## config.mk

```make
export PLATFORM = sky130hd
export DESIGN_NAME = rx_status_word
export DESIGN_NICKNAME = d
export VERILOG_FILES = /design/src/rx_status_word.v /design/src/crc32_nibble.v /design/src/sticky_flag.v
export VERILOG_INCLUDE_DIRS = /design/src /design/src/src
export SDC_FILE = /design/constraint.sdc
export NUM_CORES = 1
export LEC_CHECK = 0
export BUFFER_PORTS_ARGS = -buffer_cell sky130_fd_sc_hd__buf_2
export CAP_MARGIN = 30
export CORE_MARGIN = 2
export CORE_UTILIZATION = 55
export CTS_BUF_LIST = sky130_fd_sc_hd__clkbuf_8
export DETAILED_ROUTE_END_ITERATION = 7
export PLACE_DENSITY_LB_ADDON = 0.05
export REMOVE_ABC_BUFFERS = 1
export SKIP_LAST_GASP = 1
export SYNTH_ARGS = -nofsm -noshare
export SYNTH_HDL_FRONTEND = slang
export SYNTH_SLANG_ARGS = --single-unit
```

## constraint.sdc

```tcl
create_clock -name clock_in -period 3.6 [get_ports clock_in]
set_input_delay 0.54 -clock clock_in [delete_from_list [all_inputs] [get_ports clock_in]]
set_output_delay 0.54 -clock clock_in [all_outputs]
set_load 0.05 [all_outputs]
```

## src/rx_status_defs.vh

```
// constants for the receive status word and stop logic
// assumes a 20 MHz system clock and a nibble-wide internal receive path
`ifndef RX_STATUS_DEFS_VH
`define RX_STATUS_DEFS_VH

// status word bit positions
`define ST_LEN_HI        29
`define ST_LEN_LO        16
`define ST_SUMMARY_BIT   15
`define ST_RUNT_BIT      11
`define ST_MCAST_BIT     10
`define ST_LONG_BIT      7
`define ST_LATECOL_BIT   6
`define ST_TYPE_BIT      5
`define ST_WDOG_BIT      4
`define ST_MIIERR_BIT    3
`define ST_DRIBBLE_BIT   2
`define ST_CRC_BIT       1

// frame size limits in bytes
`define COLL_WINDOW_BYTES 14'h0040
`define MAX_FRAME_BYTES   14'h05ee
`define TYPE_LEN_LIMIT    16'h05dc
`define TYPE_MIN_BYTES    14'h000e
`define WDOG_BYTES        14'h0800
`define CUTOFF_BYTES      14'h0a00

// nibble index of the length/type field, high byte first on the wire
`define TYPE_NIB_HI_LO    15'h0018
`define TYPE_NIB_HI_HI    15'h0019
`define TYPE_NIB_LO_LO    15'h001a
`define TYPE_NIB_LO_HI    15'h001b

// crc32 constants, reflected form
`define CRC_INIT          32'hffffffff
`define CRC_POLY          32'hedb88320
`define CRC_RESIDUE       32'hdebb20e3

// register byte offsets
`define OFS_MAC_CONTROL   12'h000
`define OFS_RX_STATE      12'h004
`define OFS_LAST_STATUS   12'h008

// field positions
`define CTL_RX_ON_BIT     0
`define CTL_PASS_BAD_BIT  16
`define STA_HALTED_BIT    0
`define STA_ERROR_BIT     1

// receive engine states
`define RS_HALT           2'h0
`define RS_IDLE           2'h1
`define RS_RECV           2'h2
`define RS_DRAIN          2'h3

`endif

```

## src/rx_status_word.v

```verilog
// receive status word builder, receiver halt/restart and receive error flag
// assumes an internal nibble receive path and fifo event pulses on clock_in,
// and an apb master on the same clock
//
// Added by the designer: the APB interface to the registers and the placing of the registers.
`timescale 1ns/1ps
`include "rx_status_defs.vh"

module rx_status_word (
  // clock, reset, enable
  input  wire        clock_in,
  input  wire        reset_n_in,
  input  wire        clk_en_in,
  // apb slave
  input  wire        psel_in,
  input  wire        penable_in,
  input  wire        pwrite_in,
  input  wire [11:0] paddr_in,
  input  wire [31:0] pwdata_in,
  output wire        pready_out,
  output reg  [31:0] prdata_out,
  output reg         pslverr_out,
  // internal receive path
  input  wire        rx_dv_in,
  input  wire        rx_er_in,
  input  wire        rx_nibble_valid_in,
  input  wire [3:0]  rxd_in,
  input  wire        collision_in,
  // fifo events
  input  wire        data_underrun_in,
  input  wire        status_underrun_in,
  input  wire        status_overrun_in,
  // status out
  output reg  [31:0] status_word_out,
  output reg         status_valid_out,
  output reg         frame_drop_out,
  output wire        receiver_halted_event_out,
  output wire        receive_error_flag_out,
  output wire        receiver_on_bit_out
);

  // control word
  reg         receiver_on_bit_reg;
  reg         pass_bad_reg;
  reg  [31:0] last_status_reg;

  // receive engine
  reg  [1:0]  state_reg;
  reg  [1:0]  state_next;
  reg  [14:0] nib_reg;
  reg  [14:0] nib_next;
  reg  [15:0] type_reg;
  reg  [15:0] type_next;
  reg         mcast_reg;
  reg         mcast_next;
  reg         late_reg;
  reg         late_next;
  reg         miierr_reg;
  reg         miierr_next;
  reg         halted_pulse_reg;
  reg         finish;
  reg         take;

  wire [31:0] crc_value;
  wire [13:0] bytes_now = nib_reg[14:1];

  // apb decode
  // unmapped offsets answer with an error and read as zero
  wire        apb_setup = psel_in & ~penable_in;
  wire        apb_write = psel_in & penable_in & pwrite_in;
  wire        hit_ctl   = (paddr_in == `OFS_MAC_CONTROL);
  wire        hit_sta   = (paddr_in == `OFS_RX_STATE);
  wire        hit_last  = (paddr_in == `OFS_LAST_STATUS);
  wire        hit_any   = hit_ctl | hit_sta | hit_last;

  // zero wait states; read data is staged in the setup cycle
  assign pready_out = 1'b1;

  // register writes
  // clk_en low holds every register, so a write needs it high too
  always @(posedge clock_in) begin
    if (!reset_n_in) begin
      receiver_on_bit_reg <= 1'b0;
      pass_bad_reg        <= 1'b0;
    end else if (clk_en_in && apb_write && hit_ctl) begin
      receiver_on_bit_reg <= pwdata_in[`CTL_RX_ON_BIT];
      pass_bad_reg        <= pwdata_in[`CTL_PASS_BAD_BIT];
    end
  end

  assign receiver_on_bit_out = receiver_on_bit_reg;

  // write one to the error bit clears it
  wire err_clear = apb_write & hit_sta & pwdata_in[`STA_ERROR_BIT];
  wire err_set   = data_underrun_in | status_underrun_in | status_overrun_in;

  // the flag does not touch the receive engine at all
  sticky_flag u_err_flag (
    .clock_in   (clock_in),
    .reset_n_in (reset_n_in),
    .clk_en_in  (clk_en_in),
    .set_in     (err_set),
    .clear_in   (err_clear),
    .flag_out   (receive_error_flag_out)
  );

  // register reads
  // staged at setup so prdata comes straight from a flop in the access phase
  always @(posedge clock_in) begin
    if (!reset_n_in) begin
      prdata_out  <= 32'h00000000;
      pslverr_out <= 1'b0;
    end else if (clk_en_in && apb_setup) begin
      pslverr_out <= ~hit_any;
      prdata_out  <= 32'h00000000;
      if (!pwrite_in) begin
        if (hit_ctl) begin
          prdata_out[`CTL_RX_ON_BIT]    <= receiver_on_bit_reg;
          prdata_out[`CTL_PASS_BAD_BIT] <= pass_bad_reg;
        end
        if (hit_sta) begin
          prdata_out[`STA_HALTED_BIT] <= (state_reg == `RS_HALT);
          prdata_out[`STA_ERROR_BIT]  <= receive_error_flag_out;
        end
        if (hit_last)
          prdata_out <= last_status_reg;
      end
    end
  end

  // crc over the whole frame including the fcs
  // checking the residue avoids holding the last four bytes back
  crc32_nibble u_crc (
    .clock_in   (clock_in),
    .reset_n_in (reset_n_in),
    .clk_en_in  (clk_en_in),
    .init_in    (state_reg != `RS_RECV),
    .valid_in   (take),
    .nibble_in  (rxd_in),
    .crc_out    (crc_value)
  );

  // receive engine
  // one nibble a strobe; the byte count is the nibble count halved
  always @* begin
    state_next  = state_reg;
    nib_next    = nib_reg;
    type_next   = type_reg;
    mcast_next  = mcast_reg;
    late_next   = late_reg;
    miierr_next = miierr_reg;
    finish      = 1'b0;
    take        = 1'b0;
    case (state_reg)
      `RS_HALT: begin
        // a frame already on the wire at restart is skipped whole
        if (receiver_on_bit_reg)
          state_next = rx_dv_in ? `RS_DRAIN : `RS_IDLE;
      end
      `RS_IDLE: begin
        nib_next    = 15'h0000;
        type_next   = 16'h0000;
        mcast_next  = 1'b0;
        late_next   = 1'b0;
        miierr_next = 1'b0;
        if (!receiver_on_bit_reg) begin
          state_next = `RS_HALT;
        end else if (rx_dv_in) begin
          state_next  = `RS_RECV;
          miierr_next = rx_er_in;
          if (rx_nibble_valid_in) begin
            take       = 1'b1;
            nib_next   = 15'h0001;
            mcast_next = rxd_in[0];
          end
        end
      end
      `RS_RECV: begin
        if (!rx_dv_in) begin
          finish     = 1'b1;
          state_next = receiver_on_bit_reg ? `RS_IDLE : `RS_HALT;
        end else begin
          if (rx_er_in)
            miierr_next = 1'b1;
          // a collision inside the window is an ordinary one, not reported
          if (collision_in && bytes_now >= `COLL_WINDOW_BYTES)
            late_next = 1'b1;
          if (rx_nibble_valid_in) begin
            take     = 1'b1;
            nib_next = nib_reg + 15'h0001;
            if (nib_reg == 15'h0000)
              mcast_next = rxd_in[0];
            // length/type field arrives high byte first, low nibble first
            case (nib_reg)
              `TYPE_NIB_HI_LO: type_next[11:8]  = rxd_in;
              `TYPE_NIB_HI_HI: type_next[15:12] = rxd_in;
              `TYPE_NIB_LO_LO: type_next[3:0]   = rxd_in;
              `TYPE_NIB_LO_HI: type_next[7:4]   = rxd_in;
              default:  type_next        = type_reg;
            endcase
            // the watchdog cuts the frame off; the rest is skipped
            if (nib_next[14:1] >= `CUTOFF_BYTES) begin
              finish     = 1'b1;
              state_next = `RS_DRAIN;
            end
          end
        end
      end
      `RS_DRAIN: begin
        // skipped bytes are neither counted nor checked
        if (!rx_dv_in)
          state_next = receiver_on_bit_reg ? `RS_IDLE : `RS_HALT;
      end
      default: state_next = `RS_HALT;
    endcase
  end

  // status fields of the frame being finished; finish uses the next values
  wire [13:0] f_bytes   = nib_next[14:1];
  wire        f_runt    = f_bytes < `COLL_WINDOW_BYTES;
  wire        f_long    = f_bytes > `MAX_FRAME_BYTES;
  wire        f_wdog    = f_bytes > `WDOG_BYTES;
  wire        f_type    = (f_bytes >= `TYPE_MIN_BYTES) && (type_next > `TYPE_LEN_LIMIT);
  wire        f_dribble = nib_next[0] & ~late_next;
  wire        f_crc     = (crc_value != `CRC_RESIDUE) | miierr_next;

  reg  [31:0] word;

  always @* begin
    word                                = 32'h00000000;
    word[`ST_LEN_HI:`ST_LEN_LO]         = f_bytes;
    word[`ST_RUNT_BIT]                  = f_runt;
    word[`ST_MCAST_BIT]                 = mcast_next;
    word[`ST_LONG_BIT]                  = f_long;
    word[`ST_LATECOL_BIT]               = late_next;
    word[`ST_TYPE_BIT]                  = f_type;
    word[`ST_WDOG_BIT]                  = f_wdog;
    word[`ST_MIIERR_BIT]                = miierr_next;
    word[`ST_DRIBBLE_BIT]               = f_dribble;
    // left raw for runt, late and watchdog frames; host ignores it
    word[`ST_CRC_BIT]                   = f_crc;
    word[`ST_SUMMARY_BIT]               = f_runt | f_long | late_next | f_crc;
  end

  always @(posedge clock_in) begin
    if (!reset_n_in) begin
      state_reg        <= `RS_HALT;
      nib_reg          <= 15'h0000;
      type_reg         <= 16'h0000;
      mcast_reg        <= 1'b0;
      late_reg         <= 1'b0;
      miierr_reg       <= 1'b0;
      halted_pulse_reg <= 1'b0;
      status_word_out  <= 32'h00000000;
      status_valid_out <= 1'b0;
      frame_drop_out   <= 1'b0;
      last_status_reg  <= 32'h00000000;
    end else if (clk_en_in) begin
      state_reg  <= state_next;
      nib_reg    <= nib_next;
      type_reg   <= type_next;
      mcast_reg  <= mcast_next;
      late_reg   <= late_next;
      miierr_reg <= miierr_next;
      // only the halt entry from a running receiver pulses, once
      halted_pulse_reg <= (state_reg != `RS_HALT) && (state_next == `RS_HALT);
      // pulses fall by default so each lasts exactly one enabled cycle; clk_en low holds them high
      status_valid_out <= 1'b0;
      frame_drop_out   <= 1'b0;
      // a dropped runt still updates the word so the host can see why
      if (finish) begin
        status_word_out <= word;
        last_status_reg <= word;
        if (f_runt && !pass_bad_reg)
          frame_drop_out <= 1'b1;
        else
          status_valid_out <= 1'b1;
      end
    end
  end

  assign receiver_halted_event_out = halted_pulse_reg & clk_en_in;

endmodule // rx_status_word

```

## src/crc32_nibble.v

```verilog
// running crc32 over a nibble stream, low nibble of each byte first
// assumes nibbles arrive from logic on the same clock
`timescale 1ns/1ps
`include "rx_status_defs.vh"

module crc32_nibble (
  // clock and reset
  input  wire        clock_in,
  input  wire        reset_n_in,
  input  wire        clk_en_in,
  // nibble stream
  input  wire        init_in,
  input  wire        valid_in,
  input  wire [3:0]  nibble_in,
  // result
  output reg  [31:0] crc_out
);

  reg [31:0] seed;
  reg [31:0] crc_next;
  integer    i;

  always @* begin
    seed     = init_in ? `CRC_INIT : crc_out;
    crc_next = seed;
    if (valid_in) begin
      for (i = 0; i < 4; i = i + 1) begin
        if (crc_next[0] ^ nibble_in[i])
          crc_next = (crc_next >> 1) ^ `CRC_POLY;
        else
          crc_next = crc_next >> 1;
      end
    end
  end

  always @(posedge clock_in) begin
    if (!reset_n_in)
      crc_out <= `CRC_INIT;
    else if (clk_en_in)
      crc_out <= crc_next;
  end

endmodule // crc32_nibble

```

## src/sticky_flag.v

```verilog
// sticky flag set by hardware and cleared by software
// assumes set and clear come from logic on the same clock
`timescale 1ns/1ps

module sticky_flag (
  // clock and reset
  input  wire clock_in,
  input  wire reset_n_in,
  input  wire clk_en_in,
  // control
  input  wire set_in,
  input  wire clear_in,
  // state
  output reg  flag_out
);

  // a set in the clearing cycle wins
  wire flag_next = set_in | (flag_out & ~clear_in);

  always @(posedge clock_in) begin
    if (!reset_n_in)
      flag_out <= 1'b0;
    else if (clk_en_in)
      flag_out <= flag_next;
  end

endmodule // sticky_flag

```

# Word level (Yosys, flattened, before mapping)

Cells that the tools add are included.

Register bits: 131
Output and inout bits: 71
Logic and storage cells: 142

$lt $le $gt $ge: 7
$add $sub $neg: 1
Bitwise logic cells: 29
Multiplexer cells: 64
Reduce and logical (&&, ||, !) cells: 14
Equal/unequal tests: 11

Operators with widths:

| operator                | number |
|---|---|
| $mux W32                | 9 |
| $eq A15 B5 Y1 const B   | 4 |
| $mux W30                | 2 |
| $not A13 Y14            | 4 |
| $mux W16                | 2 |
| $ne A32 B32 Y1 const B  | 1 |
| $pmux W16 S2            | 1 |
| $mux W15                | 2 |
| $pmux W15 S2            | 1 |
| $mux W1                 | 29 |
| $mux W2                 | 9 |
| $gt A16 B11 Y1 const B  | 1 |
| $mux W4                 | 4 |
| $add A15 B1 Y15 const B | 1 |
| $logic_not A15 Y1       | 1 |
| $ge A14 B12 Y1 const B  | 1 |
| $ge A14 B4 Y1 const B   | 1 |
| $ge A14 B7 Y1 const B   | 1 |
| $gt A14 B11 Y1 const B  | 1 |
| $gt A14 B12 Y1 const B  | 1 |
| $lt A14 B7 Y1 const B   | 1 |
| $eq A12 B3 Y1 const B   | 1 |
| $eq A12 B4 Y1 const B   | 1 |
| $logic_not A12 Y1       | 1 |
| other kinds (14)        | 46 |

# Depth between registers and ports, before layout

Depth after elaboration: 14
Gate-level depth with buffers: 11

# Cells and area by module

A second synthesis with hierarchy kept.

Cells, all modules: 817
Area, all modules: 6867.8 sq um

By module, submodules not included:

| module         | instances | area each (sq um) | cells an instance | seq. area each (sq um) |
|---|---|---|---|---|
| rx_status_word | 1         | 4956.0            | 601               | 1821.7 |
| crc32_nibble   | 1         | 1873.0            | 212               | 640.6 |
| sticky_flag    | 1         | 38.8              | 4                 | 20.0 |

# Worst setup path before layout

No wires, ideal clock.

Path kind: reg-to-reg
Start: reg state_reg[0]
End: reg last_status_reg[5]
Path slack: 1062 ps
Stages on the path, launching flop included: 10
Buffers on the path: 0
Period minus slack after synthesis: 2538 ps
Data arrival time: 2405 ps
Cell sequence: dfxtp_1 -> inv_1 -> ha_1 -> nand3_1 -> o311a_1 -> a211oi_2 -> and4_1 -> nand4_1 -> o211ai_1 -> o32ai_2

Longest elaborated chain between the ends: 4

Ends and longest elaborated chain:

| what                                                             | RTL line             | text |
|---|---|---|
| start, declared                                                  | rx_status_word.v:48  | `reg [1:0] state_reg;` |
| start signal, assigned                                           | rx_status_word.v:247 | `` state_reg <= `RS_HALT; `` |
| start signal, assigned                                           | rx_status_word.v:259 | `state_reg <= state_next;` |
| $eq A2 B2 Y1 or $eq A2 B1 Y1 (tied branches)                     | rx_status_word.v:154 | `case (state_reg)` |
| $pmux W16 S2 or $pmux W15 S2 (tied branches)                     | rx_status_word.v:154 |  |
| $gt A16 B11 Y1 (no source line) or $ge A14 B4 Y1 (tied branches) | n/a                  |  |
| $logic_and A1 B1 Y1                                              | rx_status_word.v:223 | `` wire f_type = (f_bytes >= `TYPE_MIN_BYTES) && (type_next > `TYPE_LEN_LIMIT); `` |
| end signal, assigned                                             | rx_status_word.v:273 | `last_status_reg <= word;` |
| end, declared                                                    | rx_status_word.v:45  | `reg [31:0] last_status_reg;` |

Parallel ways exist; a longest one is shown, timed or not.
A chain may end at the register's enable or synchronous reset.

# Worst setup path in the final report

Start: reg state_reg[0]
End: reg last_status_reg[15]

Longest elaborated chain between the ends: 6

Ends and longest elaborated chain:

| what                                                             | RTL line             | text |
|---|---|---|
| $eq A2 B2 Y1 or $eq A2 B1 Y1 (tied branches)                     | rx_status_word.v:154 |  |
| $pmux W15 S2                                                     | rx_status_word.v:154 |  |
| $lt A14 B7 Y1 (no source line) or $gt A14 B11 Y1 (tied branches) | n/a                  |  |
| $or A1 B1 Y1 (3 in a row)                                        | rx_status_word.v:242 | `` word[`ST_SUMMARY_BIT] = f_runt \| f_long \| late_next \| f_crc; `` |

Parallel ways exist; a longest one is shown, timed or not.

==> flow_metrics.tcl <==
set metrics [dict create \
    p_per_area_mw_per_mm2 410 \
    grt_pass1_wl_um 28000 \
    fin_crit_ns 3.03 \
    multi_input_area_mm2 0.00371 \
    whs_endpoint "u_crc.crc_out[23]$_SDFFE_PN1P_" \
    dieHeight_um 114 \
    drc 0 \
    cts_tree "done" \
    syn_area_mm2 0.00662 \
    dieWidth_um 114 \
    post_cts_buffers 0 \
    worstSetupEndpointType "flip-flop" \
    synth_top_area_cell "dfxtp_1" \
    first_pass_iters 5 \
    async_flop_share_pct 0 \
    reg2reg_from "state_reg[0]$_SDFFE_PN0P_" \
    final_cell_mix "dfxtp_1 (124), nor2_1 (103), buf_2 (86), nand2_1 (71), xnor2_1 (37)" \
    numCtsBuffers 17 \
    cts_resized 0 \
    placed_area_mm2 0.00710 \
    ant_nets 0 \
    rows 40 \
    grt_pass1_vias 5764 \
    clk_latency_ns 0.45 \
    core_mm2 0.0119 \
    finClkSkew_ns 0.00794 \
    synth_edf_count 0 \
    wl_per_cell_um 16.6 \
    layout_commonest_cell "dfxtp_1" \
    overflow 0 \
    ys_seq_area_share_pct 37.5 \
    syn_inst 785 \
    leakagePower_uw 0.00284 \
    run_status "completed" \
    rsz0062_at_grt "false" \
    start_util_pct 55.8 \
    synth_cell_types 69 \
    ys_seq_elements 124 \
    arrival_ns 3.43 \
    grt_usage_pct 26.9 \
    maxSlewViolCount 0 \
    dr.first_iter.drc_count 419 \
    port_buffers 86 \
    criticalPathCategory "reg -> reg" \
    wirelength_um 16800 \
    min_period_over_period_pct 84.3 \
    design_area_mm2 0.00750 \
    cp_max_fo 13 \
    fmax_mhz 330 \
    post-route-util_pct 63.3 \
    nets 921 \
    synthFlopType "dfxtp_1" \
    setup_violations 0 \
    whs_path_depth 2 \
    holdCritPathClass "in -> reg" \
    grt_max_degree 46 \
    hold_viol 0 \
    synth_area_leaders "dfxtp_1 (38%), nor2_1 (5.8%), xnor2_1 (4.9%)" \
    cts-htree-levels 4 \
    r2r_slack_ns 0.57 \
    clock-root-buffer "clkbuf_8" \
    holdCritStartpoint "reset_n_in" \
    layout.area.seq_mm2 0.00248 \
    cts_buffer_depth 2 \
    dieArea_mm2 0.0129 \
    holdBufCountCts 0 \
    startpoint_type "flip-flop" \
    cts_sinks 124 \
    hpwl_um 11700 \
    max_cap_violations 0 \
    routabilityCongestion 0.878 \
    vias 6028 \
    required_ns 4.00 \
    fin_tns_setup_ns 0 \
    fillers 1051 \
    ir_drop_uv 315 \
    worstMarginPinSlew_ns 0.864 \
    relSlewSlack_pct 42.3 \
    reg2reg_depth 9 \
    path_clk_slew_ns 0.07 \
    synth_top_area_share_pct 37.5 \
    rr_endpoint "last_status_reg[15]$_SDFFE_PN0P_" \
    io_pins 132 \
    area_growth_pct 13.4 \
    antenna_found_initial 0 \
    syn_area_per_cell_um2 8.43 \
    yosysWarningCount 0 \
    via_per_inst 5.96 \
    num_antenna_cells 0 \
    drive_gt1_share_pct 21.1 \
    largest_reg_flops 32 \
]
-- worst max path at each step --
stage                                          from                          endpoint  slack (ns)  depth (start not counted)
after floorplan                          penable_in       prdata_out[16]$_SDFFE_PN0P_        0.06                          4
after global placement    state_reg[0]$_SDFFE_PN0P_  last_status_reg[15]$_SDFFE_PN0P_        0.66                          9
after detailed placement  state_reg[0]$_SDFFE_PN0P_  last_status_reg[15]$_SDFFE_PN0P_        0.61                          9
after CTS                 state_reg[0]$_SDFFE_PN0P_  last_status_reg[15]$_SDFFE_PN0P_        0.56                          9
after global routing      state_reg[0]$_SDFFE_PN0P_  last_status_reg[11]$_SDFFE_PN0P_        0.36                          8
final                     state_reg[0]$_SDFFE_PN0P_  last_status_reg[15]$_SDFFE_PN0P_        0.57                          9
-- final cells by class --
type                            count  area share (%)
Tap cell                          147            2.45
Timing Repair Buffer              115            8.97
Sequential cell                   124            33.1
Clock inverter                     11            1.57
Clock buffer                       21            3.85
Inverter                           12           0.600
Multi-Input combinational cell    581            49.5
-- layer usage --
layer	routed length (um)	vias up	track usage, %	share of wire (%)
li1	-	2939	-	-
met1	7380	2850	33.8	44
met2	8070	211	45.9	48
met3	967	28	4.46	5.8
met4	390	0	11.7	2.3
met5	0	-	0	0
-- critical path, cell delays in order, from the launching register on --
cell,delay [ns]
dfxtp_1,0.47
inv_1,0.13
ha_1,0.57
nand3_1,0.29
or4_1,0.53
a21oi_1,0.35
a41o_1,0.16
nand4_1,0.11
nand4bb_1,0.17
o221a_1,0.19
-- cells by family (layout without fill, tap and decap cells) --
family | Yosys count | in the layout | share of synthesized area [%]
simple gates | 298 | 298 | 22.3
other cells | 2 | 16 | 0.114
flops | 124 | 124 | 37.5
compound gates | 181 | 181 | 20.3
mux | 26 | 26 | 3.97
fa+ha+maj | 9 | 9 | 1.70
buf+inv | 94 | 159 | 7.28
xor+xnor | 51 | 51 | 6.87
-- through the flow --
step,setup WS (ns),power (uW),instances,hold WS (ns)
global route,0.358,3200,1011,0.305
finish,0.566,3080,1011,0.312
global placement,0.662,1860,979,0.441
floorplan,0.0638,1710,717,0.431
detailed placement,0.608,1870,979,0.461
CTS,0.561,3100,1011,0.298
-- synth_stat cells (14+ instances only) --
library cell and instances:
nor2_1 103, dfxtp_1 124, mux2i_1 24, a22oi_1 26, buf_4 20, nand4_1 17, nand2_1 71, o22ai_1 32
nor4_1 14, nand3_1 19, xnor2_1 37, a21oi_1 26, clkbuf_1 44, o21ai_0 15
-- report_power, final --
| group | leakage [uW] | total (uW) | internal, uW | switching [uW] |
|---|---|---|---|---|
| registers | 0.00100 | 1420 | 1390 | 27.5 |
| clock network | 0.000201 | 1240 | 682 | 554 |
| logic | 0.00164 | 423 | 138 | 286 |
| total | 0.00284 | 3080 | 2210 | 867 |
Power figures use the tool's default switching activity.
